**config.mk**
```make
export PLATFORM = sky130hd
export DESIGN_NAME = loop_break_alarm_monitor
export DESIGN_NICKNAME = d
export VERILOG_FILES = /design/src/loop_break_pkg.sv /design/src/event_bank_if.sv /design/src/event_bank.sv /design/src/loop_break_alarm_monitor.sv
export VERILOG_INCLUDE_DIRS = /design/src
export SDC_FILE = /design/constraint.sdc
export NUM_CORES = 1
export LEC_CHECK = 0
export ABC_CLOCK_PERIOD_IN_PS = 9500
export BUFFER_PORTS_ARGS = -buffer_cell sky130_fd_sc_hd__buf_4
export CAP_MARGIN = 30
export CORE_MARGIN = 4
export CORE_UTILIZATION = 50
export DETAILED_ROUTE_END_ITERATION = 10
export GPL_ROUTABILITY_DRIVEN = 0
export PLACE_DENSITY = 0.79
export SLEW_MARGIN = 20
export SYNTH_ARGS = -nofsm -noshare
export SYNTH_HDL_FRONTEND = slang
export SYNTH_HIERARCHICAL = 1
export SYNTH_SLANG_ARGS = --single-unit
```
**constraint.sdc**
```tcl
create_clock -name clock -period 9.5 [get_ports clock]
set_input_delay 1.425 -clock clock [delete_from_list [all_inputs] [get_ports clock]]
set_output_delay 1.425 -clock clock [all_outputs]
set_load 0.05 [all_outputs]
```
**src/loop_break_params.svh**
```systemverilog
// constants for the loop break alarm monitor: offsets, fields, resets, timing
`ifndef LOOP_BREAK_PARAMS_SVH
`define LOOP_BREAK_PARAMS_SVH

// ==========================================
// register byte offsets
`define REG_CTRL        8'h00
`define REG_CHECK_TIME  8'h04
`define REG_THRESHOLD   8'h08
`define REG_REDUCTION   8'h0c
`define REG_STATUS      8'h10
`define REG_IRQ_STATUS  8'h14
`define REG_IRQ_CLEAR   8'h18
`define REG_IRQ_ENABLE  8'h1c

// ==========================================
// fields and codes
`define CTRL_TYPE_MSB    3
`define CTRL_TYPE_LSB    0
`define LOOP_BREAK_CODE  4'hc
`define SETTING_MAX      14'h270f
`define THRESHOLD_MIN    14'h0001
`define EV_ALARM_ON      0
`define EV_ALARM_OFF     1
`define EV_REJECT        2
`define EV_COUNT         3

// ==========================================
// reset values
`define CHECK_TIME_RST   14'h0000
`define THRESHOLD_RST    14'h0050
`define REDUCTION_RST    14'h001e
`define TYPE_RST         4'h0

// ==========================================
// timing
`define SECOND_NS        1000000000
`define CLOCK_NS         100
`define TICK_CYCLES      (`SECOND_NS / `CLOCK_NS)

`endif

```
**src/loop_break_pkg.sv**
```systemverilog
// types shared by the loop break alarm monitor
package loop_break_pkg;

  typedef enum logic [2:0] {
    ST_IDLE  = 3'b001,
    ST_WATCH = 3'b010,
    ST_ALARM = 3'b100
  } detect_state_type;

  typedef logic [13:0] setting_type;
  typedef logic [2:0]  event_vec_type;

endpackage

```
**src/event_bank_if.sv**
```systemverilog
// carrier between the monitor and its sticky event bank
`timescale 1ns/1ps
`default_nettype none

interface event_bank_if;
  import loop_break_pkg::*;
  event_vec_type setEvents;
  event_vec_type clearEvents;
  event_vec_type enableMask;
  event_vec_type status;
  logic          irq;

  modport bank (input setEvents, input clearEvents, input enableMask,
                output status, output irq);
  modport user (output setEvents, output clearEvents, output enableMask,
                input status, input irq);
endinterface

`default_nettype wire

```
**src/event_bank.sv**
```systemverilog
// sticky event status with write-one-to-clear and masked level interrupt
`timescale 1ns/1ps
`default_nettype none

module event_bank (
  input  wire logic   clock,
  input  wire logic   rst,
  event_bank_if.bank  evt
);
  import loop_break_pkg::*;

  event_vec_type status_r;

  // set beats clear so an event in the clearing cycle survives
  always_ff @(posedge clock or posedge rst) begin
    if (rst) begin
      status_r <= '0;
    end else begin
      status_r <= (status_r & ~evt.clearEvents) | evt.setEvents;
    end
  end

  assign evt.status = status_r;
  assign evt.irq    = |(status_r & evt.enableMask);

endmodule // event_bank

`default_nettype wire

```
**src/loop_break_alarm_monitor.sv**
```systemverilog
// loop break alarm monitor: apb registers, one-second tick, detection state machine
//
// Notes on behaviour
// - alarm when deviation above threshold fails to shrink by reduction within period.
// - alarm stays off while deviation shrinks by at least the reduction.
// - deviation within threshold: no detection, alarm held off.
// - raised alarm clears when deviation shrinks by reduction within a period.
// - shrinking by less than the reduction within a period raises the alarm.
// - check period setting in seconds, 0 to 9999, reset value 0.
// - deviation threshold setting 0.1 to 999.9, reset value 8.0.
// - required reduction setting 0.0 to 999.9, reset value 3.0.
// - detection runs only when the alarm type field holds code 12.
// - setting writes accepted only while stopped; rejected while running.
// - settings follow sensor decimals; zero decimals treated as one decimal.
// - autotune end loads check period, except under heating and cooling control.
// - no detection while the target value is ramping.
// - no detection during autotuning, manual operation or stop.
//
// The APB register port and the register offsets were left to the implementer.
`include "loop_break_params.svh"
`timescale 1ns/1ps
`default_nettype none

module loop_break_alarm_monitor #(
  parameter int TICK_CYCLES = `TICK_CYCLES
) (
  input  wire logic                        clock,
  input  wire logic                        rst,
  // apb slave
  input  wire logic [7:0]                  paddr,
  input  wire logic                        psel,
  input  wire logic                        penable,
  input  wire logic                        pwrite,
  input  wire logic [31:0]                 pwdata,
  output logic      [31:0]                 prdata,
  output logic                             pready,
  output logic                             pslverr,
  // control loop side
  input  wire logic signed [15:0]          deviation,
  input  wire logic [1:0]                  sensorDecimals,
  input  wire logic                        running,
  input  wire logic                        ramping,
  input  wire logic                        autotuning,
  input  wire logic                        manualMode,
  input  wire logic                        heatCool,
  input  wire logic                        tuneDone,
  input  wire loop_break_pkg::setting_type tuneCheckPeriod,
  // results
  output logic                             loopBreakAlarm,
  output logic                             irq
);
  import loop_break_pkg::*;

  // ==========================================
  // apb access decode
  logic        accessPhase;
  logic        writeAccess;
  logic        hitCtrl;
  logic        hitCheck;
  logic        hitThreshold;
  logic        hitReduction;
  logic        hitStatus;
  logic        hitIrqStatus;
  logic        hitIrqClear;
  logic        hitIrqEnable;
  logic        hitSetting;
  logic        unmapped;
  logic        valueBad;
  logic        rejectWrite;
  setting_type wrSetting;

  assign accessPhase  = psel & penable;
  assign writeAccess  = accessPhase & pwrite;
  assign hitCtrl      = (paddr == `REG_CTRL);
  assign hitCheck     = (paddr == `REG_CHECK_TIME);
  assign hitThreshold = (paddr == `REG_THRESHOLD);
  assign hitReduction = (paddr == `REG_REDUCTION);
  assign hitStatus    = (paddr == `REG_STATUS);
  assign hitIrqStatus = (paddr == `REG_IRQ_STATUS);
  assign hitIrqClear  = (paddr == `REG_IRQ_CLEAR);
  assign hitIrqEnable = (paddr == `REG_IRQ_ENABLE);
  assign hitSetting   = hitCheck | hitThreshold | hitReduction;
  assign unmapped     = ~(hitCtrl | hitSetting | hitStatus | hitIrqStatus
                          | hitIrqClear | hitIrqEnable);
  assign wrSetting    = pwdata[13:0];

  // out-of-range values are refused whole rather than clipped
  assign valueBad = (pwdata[31:14] != 18'h00000)
                  | (wrSetting > `SETTING_MAX)
                  | (hitThreshold & (wrSetting < `THRESHOLD_MIN));
  assign rejectWrite = writeAccess & hitSetting & (running | valueBad);

  // zero wait states: every access finishes in its first access cycle
  assign pready  = 1'b1;
  assign pslverr = accessPhase & (unmapped | rejectWrite);

  // ==========================================
  // configuration registers
  logic [3:0]    alarmType_r;
  setting_type   checkPeriod_r;
  setting_type   threshold_r;
  setting_type   reduction_r;
  event_vec_type irqEnable_r;
  logic          tuneLoad;
  setting_type   tuneValue;

  assign tuneLoad  = tuneDone & ~heatCool;
  assign tuneValue = (tuneCheckPeriod > `SETTING_MAX) ? `SETTING_MAX : tuneCheckPeriod;

  always_ff @(posedge clock or posedge rst) begin
    if (rst) begin
      alarmType_r <= `TYPE_RST;
      irqEnable_r <= '0;
    end else if (writeAccess & hitCtrl) begin
      alarmType_r <= pwdata[`CTRL_TYPE_MSB:`CTRL_TYPE_LSB];
    end else if (writeAccess & hitIrqEnable) begin
      irqEnable_r <= pwdata[`EV_COUNT-1:0];
    end
  end

  always_ff @(posedge clock or posedge rst) begin
    if (rst) begin
      checkPeriod_r <= `CHECK_TIME_RST;
    end else if (tuneLoad) begin
      checkPeriod_r <= tuneValue;
    end else if (writeAccess & hitCheck & ~rejectWrite) begin
      checkPeriod_r <= wrSetting;
    end
  end

  always_ff @(posedge clock or posedge rst) begin
    if (rst) begin
      threshold_r <= `THRESHOLD_RST;
      reduction_r <= `REDUCTION_RST;
    end else if (writeAccess & ~rejectWrite & hitThreshold) begin
      threshold_r <= wrSetting;
    end else if (writeAccess & ~rejectWrite & hitReduction) begin
      reduction_r <= wrSetting;
    end
  end

  // ==========================================
  // one-second tick
  logic [23:0] tickCount_r;
  logic        secondTick;

  assign secondTick = (tickCount_r == 24'(TICK_CYCLES - 1));

  always_ff @(posedge clock or posedge rst) begin
    if (rst) begin
      tickCount_r <= '0;
    end else if (secondTick) begin
      tickCount_r <= '0;
    end else begin
      tickCount_r <= tickCount_r + 24'h000001;
    end
  end

  // ==========================================
  // deviation scaling to setting units: tenths when the sensor has no decimals or one
  logic signed [19:0] devExt;
  logic signed [19:0] devScaled;
  logic        [19:0] devMag;
  logic        [19:0] thresholdWide;
  logic        [19:0] reductionWide;

  assign devExt        = {{4{deviation[15]}}, deviation};
  // sensor with no decimals: settings still hold one decimal, so lift the input
  assign devScaled     = (sensorDecimals == 2'h0) ? ((devExt <<< 3) + (devExt <<< 1))
                                                  : devExt;
  assign devMag        = devScaled[19] ? 20'(-devScaled) : 20'(devScaled);
  assign thresholdWide = {6'h00, threshold_r};
  assign reductionWide = {6'h00, reduction_r};

  // ==========================================
  // detection state machine
  detect_state_type state_r;
  detect_state_type state_nxt;
  logic [13:0]      periodCount_r;
  logic [19:0]      startMag_r;
  logic             typeMatch;
  logic             allowed;
  logic             outside;
  logic             periodEnd;
  logic             shrunkEnough;
  logic             capture;

  assign typeMatch = (alarmType_r == `LOOP_BREAK_CODE);
  assign allowed   = typeMatch & running & ~ramping
                   & ~autotuning & ~manualMode
                   & (checkPeriod_r != 14'h0000);
  assign outside   = devMag > thresholdWide;
  assign periodEnd = secondTick & ((periodCount_r + 14'h0001) >= checkPeriod_r);
  assign shrunkEnough = (startMag_r >= devMag)
                      & ((startMag_r - devMag) >= reductionWide);

  always_comb begin
    state_nxt = state_r;
    case (state_r)
      ST_IDLE: begin
        if (allowed & outside) begin
          state_nxt = ST_WATCH;
        end
      end
      ST_WATCH: begin
        if (~allowed | ~outside) begin
          state_nxt = ST_IDLE;
        end else if (periodEnd & ~shrunkEnough) begin
          state_nxt = ST_ALARM;
        end
      end
      ST_ALARM: begin
        if (~allowed | ~outside) begin
          state_nxt = ST_IDLE;
        end else if (periodEnd & shrunkEnough) begin
          state_nxt = ST_WATCH;
        end
      end
      default: begin
        state_nxt = ST_IDLE;
      end
    endcase
  end

  // a new period starts on entry from idle and at every expiry
  assign capture = ((state_r == ST_IDLE) & (state_nxt == ST_WATCH))
                 | ((state_r != ST_IDLE) & periodEnd);

  always_ff @(posedge clock or posedge rst) begin
    if (rst) begin
      state_r <= ST_IDLE;
    end else begin
      state_r <= state_nxt;
    end
  end

  always_ff @(posedge clock or posedge rst) begin
    if (rst) begin
      periodCount_r <= '0;
      startMag_r    <= '0;
    end else if (state_nxt == ST_IDLE) begin
      periodCount_r <= '0;
    end else if (capture) begin
      periodCount_r <= '0;
      startMag_r    <= devMag;
    end else if (secondTick) begin
      periodCount_r <= periodCount_r + 14'h0001;
    end
  end

  // ==========================================
  // alarm output and events
  logic          alarm_r;
  event_vec_type eventSet;
  event_vec_type eventClear;

  always_ff @(posedge clock or posedge rst) begin
    if (rst) begin
      alarm_r <= 1'b0;
    end else begin
      alarm_r <= (state_nxt == ST_ALARM);
    end
  end

  assign loopBreakAlarm = alarm_r;

  always_comb begin
    eventSet               = '0;
    eventSet[`EV_ALARM_ON]  = (state_nxt == ST_ALARM) & ~alarm_r;
    eventSet[`EV_ALARM_OFF] = (state_nxt != ST_ALARM) & alarm_r;
    eventSet[`EV_REJECT]    = rejectWrite;
  end

  assign eventClear = (writeAccess & hitIrqClear) ? pwdata[`EV_COUNT-1:0] : '0;

  event_bank_if evt ();

  assign evt.setEvents   = eventSet;
  assign evt.clearEvents = eventClear;
  assign evt.enableMask  = irqEnable_r;

  event_bank u_event_bank (
    .clock (clock),
    .rst   (rst),
    .evt   (evt)
  );

  assign irq = evt.irq;

  // ==========================================
  // read data
  logic [31:0] statusWord;
  logic [31:0] readMux;
  logic [31:0] prdata_r;

  assign statusWord = {2'h0, periodCount_r, 13'h0000, state_r == ST_ALARM,
                       state_r != ST_IDLE, allowed};

  assign readMux = (~psel | pwrite) ? 32'h00000000 :
                   hitCtrl          ? {28'h0000000, alarmType_r} :
                   hitCheck         ? {18'h00000, checkPeriod_r} :
                   hitThreshold     ? {18'h00000, threshold_r} :
                   hitReduction     ? {18'h00000, reduction_r} :
                   hitStatus        ? statusWord :
                   hitIrqStatus     ? {29'h0000000, evt.status} :
                   hitIrqEnable     ? {29'h0000000, irqEnable_r} :
                                      32'h00000000;

  // taken in the setup cycle, so the access cycle shows a flopped word with no wait state
  always_ff @(posedge clock or posedge rst) begin
    if (rst) begin
      prdata_r <= 32'h00000000;
    end else if (psel & ~penable) begin
      prdata_r <= readMux;
    end
  end

  assign prdata = prdata_r;

endmodule // loop_break_alarm_monitor

`default_nettype wire

```
==> results.py, run 1 <==
metrics = {
    "sta": {
        "finalHoldWorstSlack_ns": 0.4777,
        "min_period_ns": 6.797,
        "tightestPinTransition_ns": 0.9114,
        "setup_tns_ns": 0,
        "fmax_mhz": 147.1,
        "timing.final.crit_share_pct": 71.55,
        "finClkSkew_ns": 0.008507,
        "setup_viol": 0,
        "fin_ws_ns": 2.703,
        "grt_setup_unrepaired": "false",
        "relSlewSlack_pct": 39.02,
        "drv_slew": 0,
        "finalHoldViolations": 0,
    },
    "worst_hold_path": {
        "hold_path_class": "register to register",
    },
    "synth": {
        "synthCells": 1222,
        "synth-edff-count": 0,
        "synth_simple_gate_area_share_pct": 18.56,
        "synth-seq-area-share_pct": 33.48,
        "synth_top_family_by_area": "compound AO/OA/AOI/OAI gates",
        "yosysMostFrequentCell": "dfrtp_1",
        "synth_xor_area_share_pct": 7.161,
        "synth_fa_ha_area_share_pct": 8.890,
        "yosys_warnings": 6,
        "postSynthAreaPerCell_sq_um": 8.707,
        "synth_area_sq_mm": 0.01064,
        "synth_area_leaders": "dfrtp_1 (32%), ha_1 (8.2%), nand2_1 (4.2%), xnor2_1 (4.1%), o21ai_0 (3.6%)",
        "muxShareOfSynthArea_pct": 4.786,
        "async_reset_ff_share_pct": 100.0,
        "yosys.area.top_type_share_pct": 31.75,
        "synth-compound-area-share_pct": 22.08,
        "synth-seq-cells": 142,
        "post_synth_num_cell_types": 80,
        "synth_commonest_cells": "dfrtp_1 (135), nand2_1 (119), nor2_1 (100), inv_1 (86), o21ai_0 (76)",
        "synthFlopType": "dfrtp_1",
        "yosys.area.top_type": "dfrtp_1",
    },
    "finish": {
        "antenna_cells": 0,
        "area_growth_pct": 15.55,
        "fin_util_pct": 58.67,
        "drive_gt1_share_pct": 15.98,
        "n_fill_cell": 1841,
        "nets": 1475,
    },
    "clock_tree": {
        "cts.sinks": 142,
        "cts_setup_buffers": 0,
        "cts_resized": 0,
        "holdBufCountCts": 0,
        "clk_path_buf_depth": 2,
        "clock_latency_ns": 0.43,
        "htree_levels": 4,
        "cts_root_buffer": "clkbuf_16",
        "clkSlewWorstSetupHoldPaths_ns": 0.06,
        "cts_made_buffers": 17,
        "cts_tree": "yes",
    },
    "run_status": {
        "status": "complete, no violations",
    },
    "die": {
        "fp.dieW_um": 153.9,
        "core_sq_mm": 0.02096,
        "pin_count": 119,
        "die_area_sq_mm": 0.02368,
        "start_util_pct": 50.78,
        "row_count": 53,
        "die_h_um": 153.9,
    },
    "detailed_routing": {
        "wl_per_cell_um": 17.66,
        "drtPass1Iterations": 7,
        "drt_iter0_markers": 556,
        "avgViaCountPerCell": 6.024,
        "antenna_left": 0,
        "finalWirelength_mm": 28.39,
        "drcViolationCount": 0,
        "num_vias": 9687,
    },
    "pwr": {
        "cellPowerDensity_mw_per_mm2": 131.6,
        "p_total_mw": 1.618,
        "ir_drop_mv": 0.1361,
        "p_leak_nw": 5.936,
    },
    "global_route": {
        "grt.total_usage_pct": 23.88,
        "grt_max_degree": 78,
        "grt-ovfl-total": 0,
        "grt_pass1_wl_mm": 46.92,
        "first_global_vias": 9329,
        "antenna_found_initial": 0,
    },
    "setup_path": {
        "cp-end-kind": "register",
        "worstPathMaxFanout": 6,
        "start_kind": "input port",
        "critPathKind": "input port to register",
        "required_ns": 9.82,
        "timing.critical_path.buf_inv": 3,
        "slowest_stage": "a221oi_1",
        "critical_path_arrival_ns": 7.12,
        "critical_path.top_delay_family": "compound AO/OA/AOI/OAI gates",
        "critPathMaxStageDelay_ns": 0.45,
    },
    "placement": {
        "hpwl_mm": 21.83,
        "io_buffer_count": 113,
        "dp_slack_ns": 2.334,
    },
    "job": {
        "cap_violations": 0,
    },
}
[area by class of cell]
cell class	instances	area, sq um	area share (%)
multi-input combinational	950	6571	53.45
sequential	142	3562	28.97
timing repair buffer	123	935.9	7.612
clock buffer	17	425.4	3.460
tap	275	344.1	2.799
inverter	86	327.8	2.666
clock inverter	15	127.6	1.038
[sequential cells by signal, summed over array words and instances (netlist names)]
register,cells
loopBreakAlarm,1
periodCount_r,14
evt.enableMask,3
state_r,3
prdata,28
tickCount_r,24
threshold_r,14
checkPeriod_r,14
alarmType_r,4
reduction_r,14
startMag_r,20
u_event_bank/evt.status,3
[power breakdown]
part	internal (mW)	switching, mW	total [mW]
sequential	0.618	0.0114	0.630
combinational	0.140	0.216	0.356
clock	0.343	0.289	0.632
total	1.10	0.517	1.62
[placed cells by master (no fill, tap or decap), types with 23 or more instances in the layout]
| cell type | count |
|---|---|
| a21o_1 | 32 |
| dfrtp_1 | 135 |
| nor3_1 | 25 |
| nand3_1 | 29 |
| xor2_1 | 37 |
| ha_1 | 70 |
| a21oi_1 | 40 |
| o21ai_0 | 76 |
| buf_4 | 120 |
| xnor2_1 | 50 |
| mux2_2 | 23 |
| mux2i_1 | 25 |
| nand2_1 | 119 |
| a22o_1 | 25 |
| nor2_1 | 100 |
| inv_1 | 85 |
[cells by family after synthesis]
| family | after synthesis |
|---|---|
| other cells | 2 |
| compound gates | 329 |
| xor+xnor | 87 |
| buf+inv | 133 |
| flops | 142 |
| simple gates | 406 |
| fa+ha+maj | 75 |
| mux | 48 |
[stage by stage]
step           cell area [sq um]  std cells
2_1_floorplan              10650       1225
3_3_place_gp               11690       1571
3_5_place_dp               11740       1576
4_1_cts                    12290       1608
5_1_grt                    12290       1608
6_report                   12290       1608
[final timing paths]
check | startpoint | endpoint | slack, ns | cells past startpoint
worst max-delay path | deviation[2] | u_event_bank/evt.status[0]$_DFF_PP0_ | 2.70 | 29
worst min-delay path | prdata[3]$_DFFE_PP0P_ | prdata[3]$_DFFE_PP0P_ | 0.48 | 1
worst max register to register | periodCount_r[2]$_DFFE_PP0P_ | startMag_r[14]$_DFFE_PP0P_ | 4.81 | 18
worst min register to register | prdata[3]$_DFFE_PP0P_ | prdata[3]$_DFFE_PP0P_ | 0.48 | 1
max in group asynchronous | rst | threshold_r[10]$_DFFE_PP0P_ | 7.10 | 3
min in group asynchronous | rst | u_event_bank/evt.status[2]$_DFF_PP0_ | 0.90 | 2
[metal layers]
layer	vias up	wire, um	GRT usage [%]
met1	4591	12620	32.49
met4	0	954	9.798
met5	-	0	0
met3	67	2075	3.518
met2	384	12740	38.35
li1	4645	-	-
Power figures use the tool's default switching activity.
==> run 2: changes to the inputs <==
Settings changed: ABC_AREA from default to 1, ABC_CLOCK_PERIOD_IN_PS 9500 to 5600, PLACE_DENSITY 0.79 to 0.81.
Clock period 9.5 ns to 5.6 ns, I/O delays scaled along.
==> results.py, run 2 <==
metrics = {
    "run_status": {
        "status": "complete, no violations",
    },
    "global_route": {
        "grt_max_degree": 101,
        "antenna_found_initial": 0,
        "first_global_vias": 10739,
        "grt.total_usage_pct": 25.34,
        "grt_pass1_wl_mm": 50.77,
        "grt-ovfl-total": 0,
    },
    "finish": {
        "nets": 1893,
        "final_common_cell": "nand2_1",
        "drive_gt1_share_pct": 19.30,
        "ff_latch_area_sq_mm": 0.003562,
        "antenna_cells": 0,
        "fin_util_pct": 61.11,
        "largest_reg_flops": 28,
        "design_area_sq_mm": 0.01329,
        "multi_input_area_sq_mm": 0.006350,
        "fin_cells": 2031,
        "n_fill_cell": 1873,
        "final_cell_mix": "nand2_1 (351), inv_1 (291), buf_4 (168)",
        "area_growth_pct": 20.85,
    },
    "clock_tree": {
        "clk_path_buf_depth": 2,
        "cts_tree": "yes",
        "cts.sinks": 142,
        "cts_made_buffers": 17,
        "holdBufCountCts": 0,
        "clkSlewWorstSetupHoldPaths_ns": 0.07,
        "clock_latency_ns": 0.44,
        "htree_levels": 4,
        "cts_root_buffer": "clkbuf_16",
    },
    "setup_path": {
        "required_ns": 5.97,
        "rr_startpoint": "startMag_r[2]$_DFFE_PP0P_",
        "critical_path_arrival_ns": 5.82,
        "critical_path.top_delay_family": "simple AND/OR/NAND/NOR gates",
        "r2r-end": "periodCount_r[13]$_DFFE_PP0P_",
        "critPathKind": "input port to register",
        "timing.critical_path.buf_inv": 3,
        "worstPathMaxFanout": 7,
        "slowest_stage": "fa_2",
        "cp-end-kind": "register",
        "critPathMaxStageDelay_ns": 0.54,
        "start_kind": "input port",
        "r2r_slack_ns": 1.19,
        "r2r.worst_path.cells": 29,
    },
    "detailed_routing": {
        "antenna_left": 0,
        "finalWirelength_mm": 31.92,
        "num_vias": 11137,
        "drt_iter0_markers": 911,
        "drcViolationCount": 0,
        "drtPass1Iterations": 6,
        "wl_per_cell_um": 15.72,
        "avgViaCountPerCell": 5.484,
    },
    "sta": {
        "tightestPinTransition_ns": 0.9043,
        "fmax_mhz": 183.4,
        "relSlewSlack_pct": 39.65,
        "setup_viol": 0,
        "finalHoldViolations": 0,
        "drv_slew": 0,
        "timing.final.crit_share_pct": 97.35,
        "setup_tns_ns": 0,
        "finClkSkew_ns": 0.01734,
        "min_period_ns": 5.452,
    },
    "synth": {
        "synth_area_leaders": "dfrtp_1 (31%), nand2_1 (12%), inv_1 (10%), ha_1 (8.0%), o21ai_0 (7.5%)",
        "post_synth_num_cell_types": 56,
        "yosys_warnings": 6,
        "synthFlopType": "dfrtp_1",
        "postSynthAreaPerCell_sq_um": 6.940,
        "async_reset_ff_share_pct": 100.0,
        "synthCells": 1585,
        "yosys.area.top_type": "dfrtp_1",
        "synth_area_sq_mm": 0.01100,
        "yosys.area.top_type_share_pct": 30.71,
        "yosysMostFrequentCell": "nand2_1",
        "synth-edff-count": 0,
        "synth-seq-cells": 142,
        "synth-seq-area-share_pct": 32.38,
        "synth_commonest_cells": "nand2_1 (354), inv_1 (294), o21ai_0 (165), dfrtp_1 (135), nand3_1 (105)",
    },
    "placement": {
        "dpl.cell_count": 1989,
        "hpwl_mm": 23.65,
        "dpl_cell_area_sq_mm": 0.01238,
        "io_buffer_count": 113,
    },
    "worst_hold_path": {
        "hold_path_class": "input port to asynchronous set/reset pin",
    },
    "pwr": {
        "cellPowerDensity_mw_per_mm2": 223.8,
        "ir_drop_mv": 0.1720,
        "p_leak_nw": 6.796,
        "p_total_mw": 2.975,
    },
    "die": {
        "fp.dieW_um": 156.3,
        "die_h_um": 156.3,
        "pin_count": 119,
        "die_area_sq_mm": 0.02444,
        "core_sq_mm": 0.02176,
        "start_util_pct": 50.56,
        "row_count": 54,
    },
    "job": {
        "cap_violations": 0,
    },
}
[run 2: routing by layer]
metal / vias up / part of all wire (%) / track usage, %
li1: 5432 / - / -
met1: 5085 / 41 / 32.83
met2: 502 / 46 / 41.13
met3: 118 / 8.0 / 5.614
met4: 0 / 4.3 / 10.54
met5: - / 0 / 0
[run 2: worst reg2reg max path: cells and delay by family (launching register included)]
family	cells	cell delay, ns
adder cells (fa/ha/maj)	2	0.67
AO/OA/AOI/OAI	9	1.67
flip-flops	1	0.38
XOR/XNOR	1	0.14
AND/OR/NAND/NOR	17	1.48
[run 2: where the power goes]
| group | internal [mW] | switching, mW | total [mW] | leakage, nW |
|---|---|---|---|---|
| Sequential | 1.05 | 0.0172 | 1.06 | 1.80 |
| Combinational | 0.319 | 0.464 | 0.783 | 4.71 |
| Clock | 0.604 | 0.525 | 1.13 | 0.283 |
| Total | 1.97 | 1.01 | 2.97 | 6.80 |
[run 2: logic make-up after synthesis]
group                      after synthesis  synth area share [%]
muxes                                    1                0.1024
and+or+nand+nor                        700                 28.82
DFF                                    142                 32.38
AOI/OAI and AO/OA                      289                 15.08
adders and majority gates               72                 8.326
xor gates and xnor gates                38                 3.025
buffers and inverters                  341                 12.19
other                                    2               0.06827
[run 2: what timing repair did]
action,CTS,global route
setup buffers,0,7
gates resized for setup,0,47
endpoints found under the setup margin,0,18
[run 2: how the worst max path moves through the flow]
stage	from	endpoint	slack (ns)	depth (start not counted)
after floorplan	sensorDecimals[1]	periodCount_r[9]$_DFFE_PP0P_	0.03	37
final	deviation[0]	periodCount_r[13]$_DFFE_PP0P_	0.15	35
after detailed placement	deviation[0]	periodCount_r[11]$_DFFE_PP0P_	-0.25	36
after CTS	deviation[0]	periodCount_r[10]$_DFFE_PP0P_	0.19	36
after global routing	deviation[0]	state_r[1]$_DFF_PP0_	-0.23	37
after global placement	deviation[0]	periodCount_r[13]$_DFFE_PP0P_	-0.08	36
[run 2: area by class of cell]
type	instances	share of cell area, %
clock buffers	18	3.304
well taps	280	2.635
clock inverters	14	1.045
repair buffers	172	9.976
multi-input cells	1106	47.76
flip-flops and latches	142	26.80
inverters	299	8.480
[run 2: metrics by stage]
step	hold WS (ns)	setup WS, ns
2_1_floorplan	0.4351	0.02994
3_3_place_gp	0.4501	-0.08290
3_5_place_dp	0.4572	-0.2534
4_1_cts	0.3019	0.1865
5_1_grt	0.3100	-0.2277
6_report	0.3032	0.1484
==> run 3: changes to the inputs <==
Settings changed: ABC_AREA 1 to 0, CTS_BUF_LIST from default to sky130_fd_sc_hd__clkbuf_4 sky130_fd_sc_hd__clkbuf_8 sky130_fd_sc_hd__clkbuf_16, PLACE_DENSITY 0.81 to 0.82, RECOVER_POWER from default to 50.
==> results.py, run 3 (synthesized netlist as in run 1, its figures left out) <==
metrics = {
    "run_status": {
        "status": "finished, violations left",
        "violations": "max-capacitance violations, max-slew violations",
    },
    "detailed_routing": {
        "drcViolationCount": 0,
        "num_vias": 10414,
        "drt_iter0_markers": 818,
        "finalWirelength_mm": 31.69,
        "wl_per_cell_um": 18.43,
        "avgViaCountPerCell": 6.058,
        "drtPass1Iterations": 6,
        "antenna_left": 0,
    },
    "finish": {
        "nets": 1586,
        "multi_input_area_sq_mm": 0.006884,
        "largest_reg_flops": 28,
        "drive_gt1_share_pct": 23.34,
        "n_fill_cell": 1677,
        "fin_util_pct": 64.10,
        "ff_latch_area_sq_mm": 0.003562,
        "final_cell_mix": "buf_4 (199), dfrtp_1 (135), nand2_1 (116)",
        "fin_cells": 1719,
        "design_area_sq_mm": 0.01343,
        "antenna_cells": 0,
        "final_common_cell": "buf_4",
        "area_growth_pct": 26.25,
    },
    "global_route": {
        "antenna_found_initial": 0,
        "grt.total_usage_pct": 25.57,
        "grt-ovfl-total": 0,
        "grt_max_degree": 90,
        "first_global_vias": 10137,
        "grt_pass1_wl_mm": 50.40,
    },
    "sta": {
        "min_period_ns": 5.554,
        "finalHoldViolations": 0,
        "setup_tns_ns": 0,
        "timing.final.crit_share_pct": 99.18,
        "finClkSkew_ns": 0.008074,
        "fmax_mhz": 180.0,
        "setup_viol": 0,
        "drv_slew": 90,
        "finalHoldWorstSlack_ns": 0.3205,
        "relSlewSlack_pct": -167.1,
        "tightestPinTransition_ns": 3.984,
    },
    "clock_tree": {
        "holdBufCountCts": 0,
        "clk_path_buf_depth": 2,
        "htree_levels": 4,
        "cts_made_buffers": 17,
        "cts.sinks": 142,
        "clock_latency_ns": 0.43,
        "cts_tree": "yes",
        "clkSlewWorstSetupHoldPaths_ns": 0.06,
        "cts_root_buffer": "clkbuf_16",
    },
    "die": {
        "start_util_pct": 50.78,
        "die_area_sq_mm": 0.02368,
        "row_count": 53,
        "fp.dieW_um": 153.9,
        "pin_count": 119,
        "die_h_um": 153.9,
        "core_sq_mm": 0.02096,
    },
    "setup_path": {
        "cp-end-kind": "register",
        "required_ns": 5.92,
        "critPathMaxStageDelay_ns": 0.38,
        "cp_common_cell": "buf_4",
        "worstPathMaxFanout": 5,
        "critical_path_arrival_ns": 5.87,
        "slowest_stage": "fa_2",
        "start_kind": "input port",
        "critPathKind": "input port to register",
    },
    "placement": {
        "io_buffer_count": 113,
        "dpl.cell_count": 1680,
        "hpwl_mm": 22.69,
        "dpl_cell_area_sq_mm": 0.01262,
    },
    "pwr": {
        "p_leak_nw": 6.430,
        "cellPowerDensity_mw_per_mm2": 231.2,
        "ir_drop_mv": 0.2175,
    },
    "job": {
        "cap_violations": 1,
    },
    "worst_hold_path": {
        "hold_path_class": "input port to asynchronous set/reset pin",
    },
}
[run 3: cell types whose count changed in the layout (fill, tap and decap cells not counted), sizes merged, moves of 16 or more]
| cell | previous run | this run |
|---|---|---|
| nand2 | 394 | 119 |
| o21ai | 178 | 79 |
| a22o | 0 | 25 |
| and3 | 0 | 16 |
| buf | 172 | 203 |
| clkbuf | 18 | 49 |
| nand3 | 111 | 29 |
| a21o | 1 | 32 |
| mux2i | 0 | 25 |
| xnor2 | 8 | 50 |
| inv | 307 | 86 |
| mux2 | 1 | 23 |
[run 3: path summary, 6_finish.rpt]
kind / start / end / slack (ns) / depth (start not counted)
setup reg to reg: periodCount_r[0]$_DFFE_PP0P_ / startMag_r[5]$_DFFE_PP0P_ / 0.99 / 19
hold / removal: rst / u_event_bank/evt.status[0]$_DFF_PP0_ / 0.32 / 2
hold reg to reg: prdata[2]$_DFFE_PP0P_ / prdata[2]$_DFFE_PP0P_ / 0.49 / 2
min in group clock: prdata[2]$_DFFE_PP0P_ / prdata[2]$_DFFE_PP0P_ / 0.49 / 2
setup / recovery: deviation[2] / u_event_bank/evt.status[1]$_DFF_PP0_ / 0.05 / 30
max in group asynchronous: rst / tickCount_r[8]$_DFF_PP0_ / 1.49 / 3
[run 3: metrics by stage]
stage | worst slack [ns] | total power [mW]
6_report | 0.04579 | 3.105
5_1_grt | -0.2552 | 3.231
4_1_cts | 0.05171 | 3.045
3_5_place_dp | -0.4124 | 1.792
3_3_place_gp | -0.2599 | 1.769
2_1_floorplan | 0.009342 | 1.517
[run 3: final cells by class]
cell class / instances / share of cell area [%]
clock buffer: 18 / 3.223
timing repair buffer: 234 / 12.43
inverter: 86 / 2.412
tap: 275 / 2.561
sequential: 142 / 26.52
multi-input combinational: 950 / 51.25
clock inverter: 14 / 1.611
[run 3: what timing repair did]
item | 4_1_cts | 5_1_grt
setup buffers | 0 | 7
setup endpoints to repair | 0 | 19
gates resized for setup | 0 | 45
[run 3: power by group]
group	switching (mW)	total, mW	internal, mW	leakage, nW
Sequential	0.0194	1.07	1.05	1.76
Combinational	0.430	0.780	0.350	4.37
Clock	0.461	1.26	0.795	0.306
Total	0.911	3.11	2.19	6.43
[run 3: per-layer routing]
layer,GRT usage [%],vias up,wire [um]
met5,0,-,0
met4,10.18,0,1361
met3,4.982,105,2439
met2,42.20,514,15070
met1,33.22,4942,12820
li1,-,4853,-
[run 3: worst max-delay path, delay by kind of cell]
family | cells | cell delay, ns
compound gates | 10 | 1.78
simple gates | 6 | 0.83
fa+ha+maj | 3 | 0.67
mux | 1 | 0.27
buf+inv | 7 | 0.84
xor+xnor | 3 | 0.61
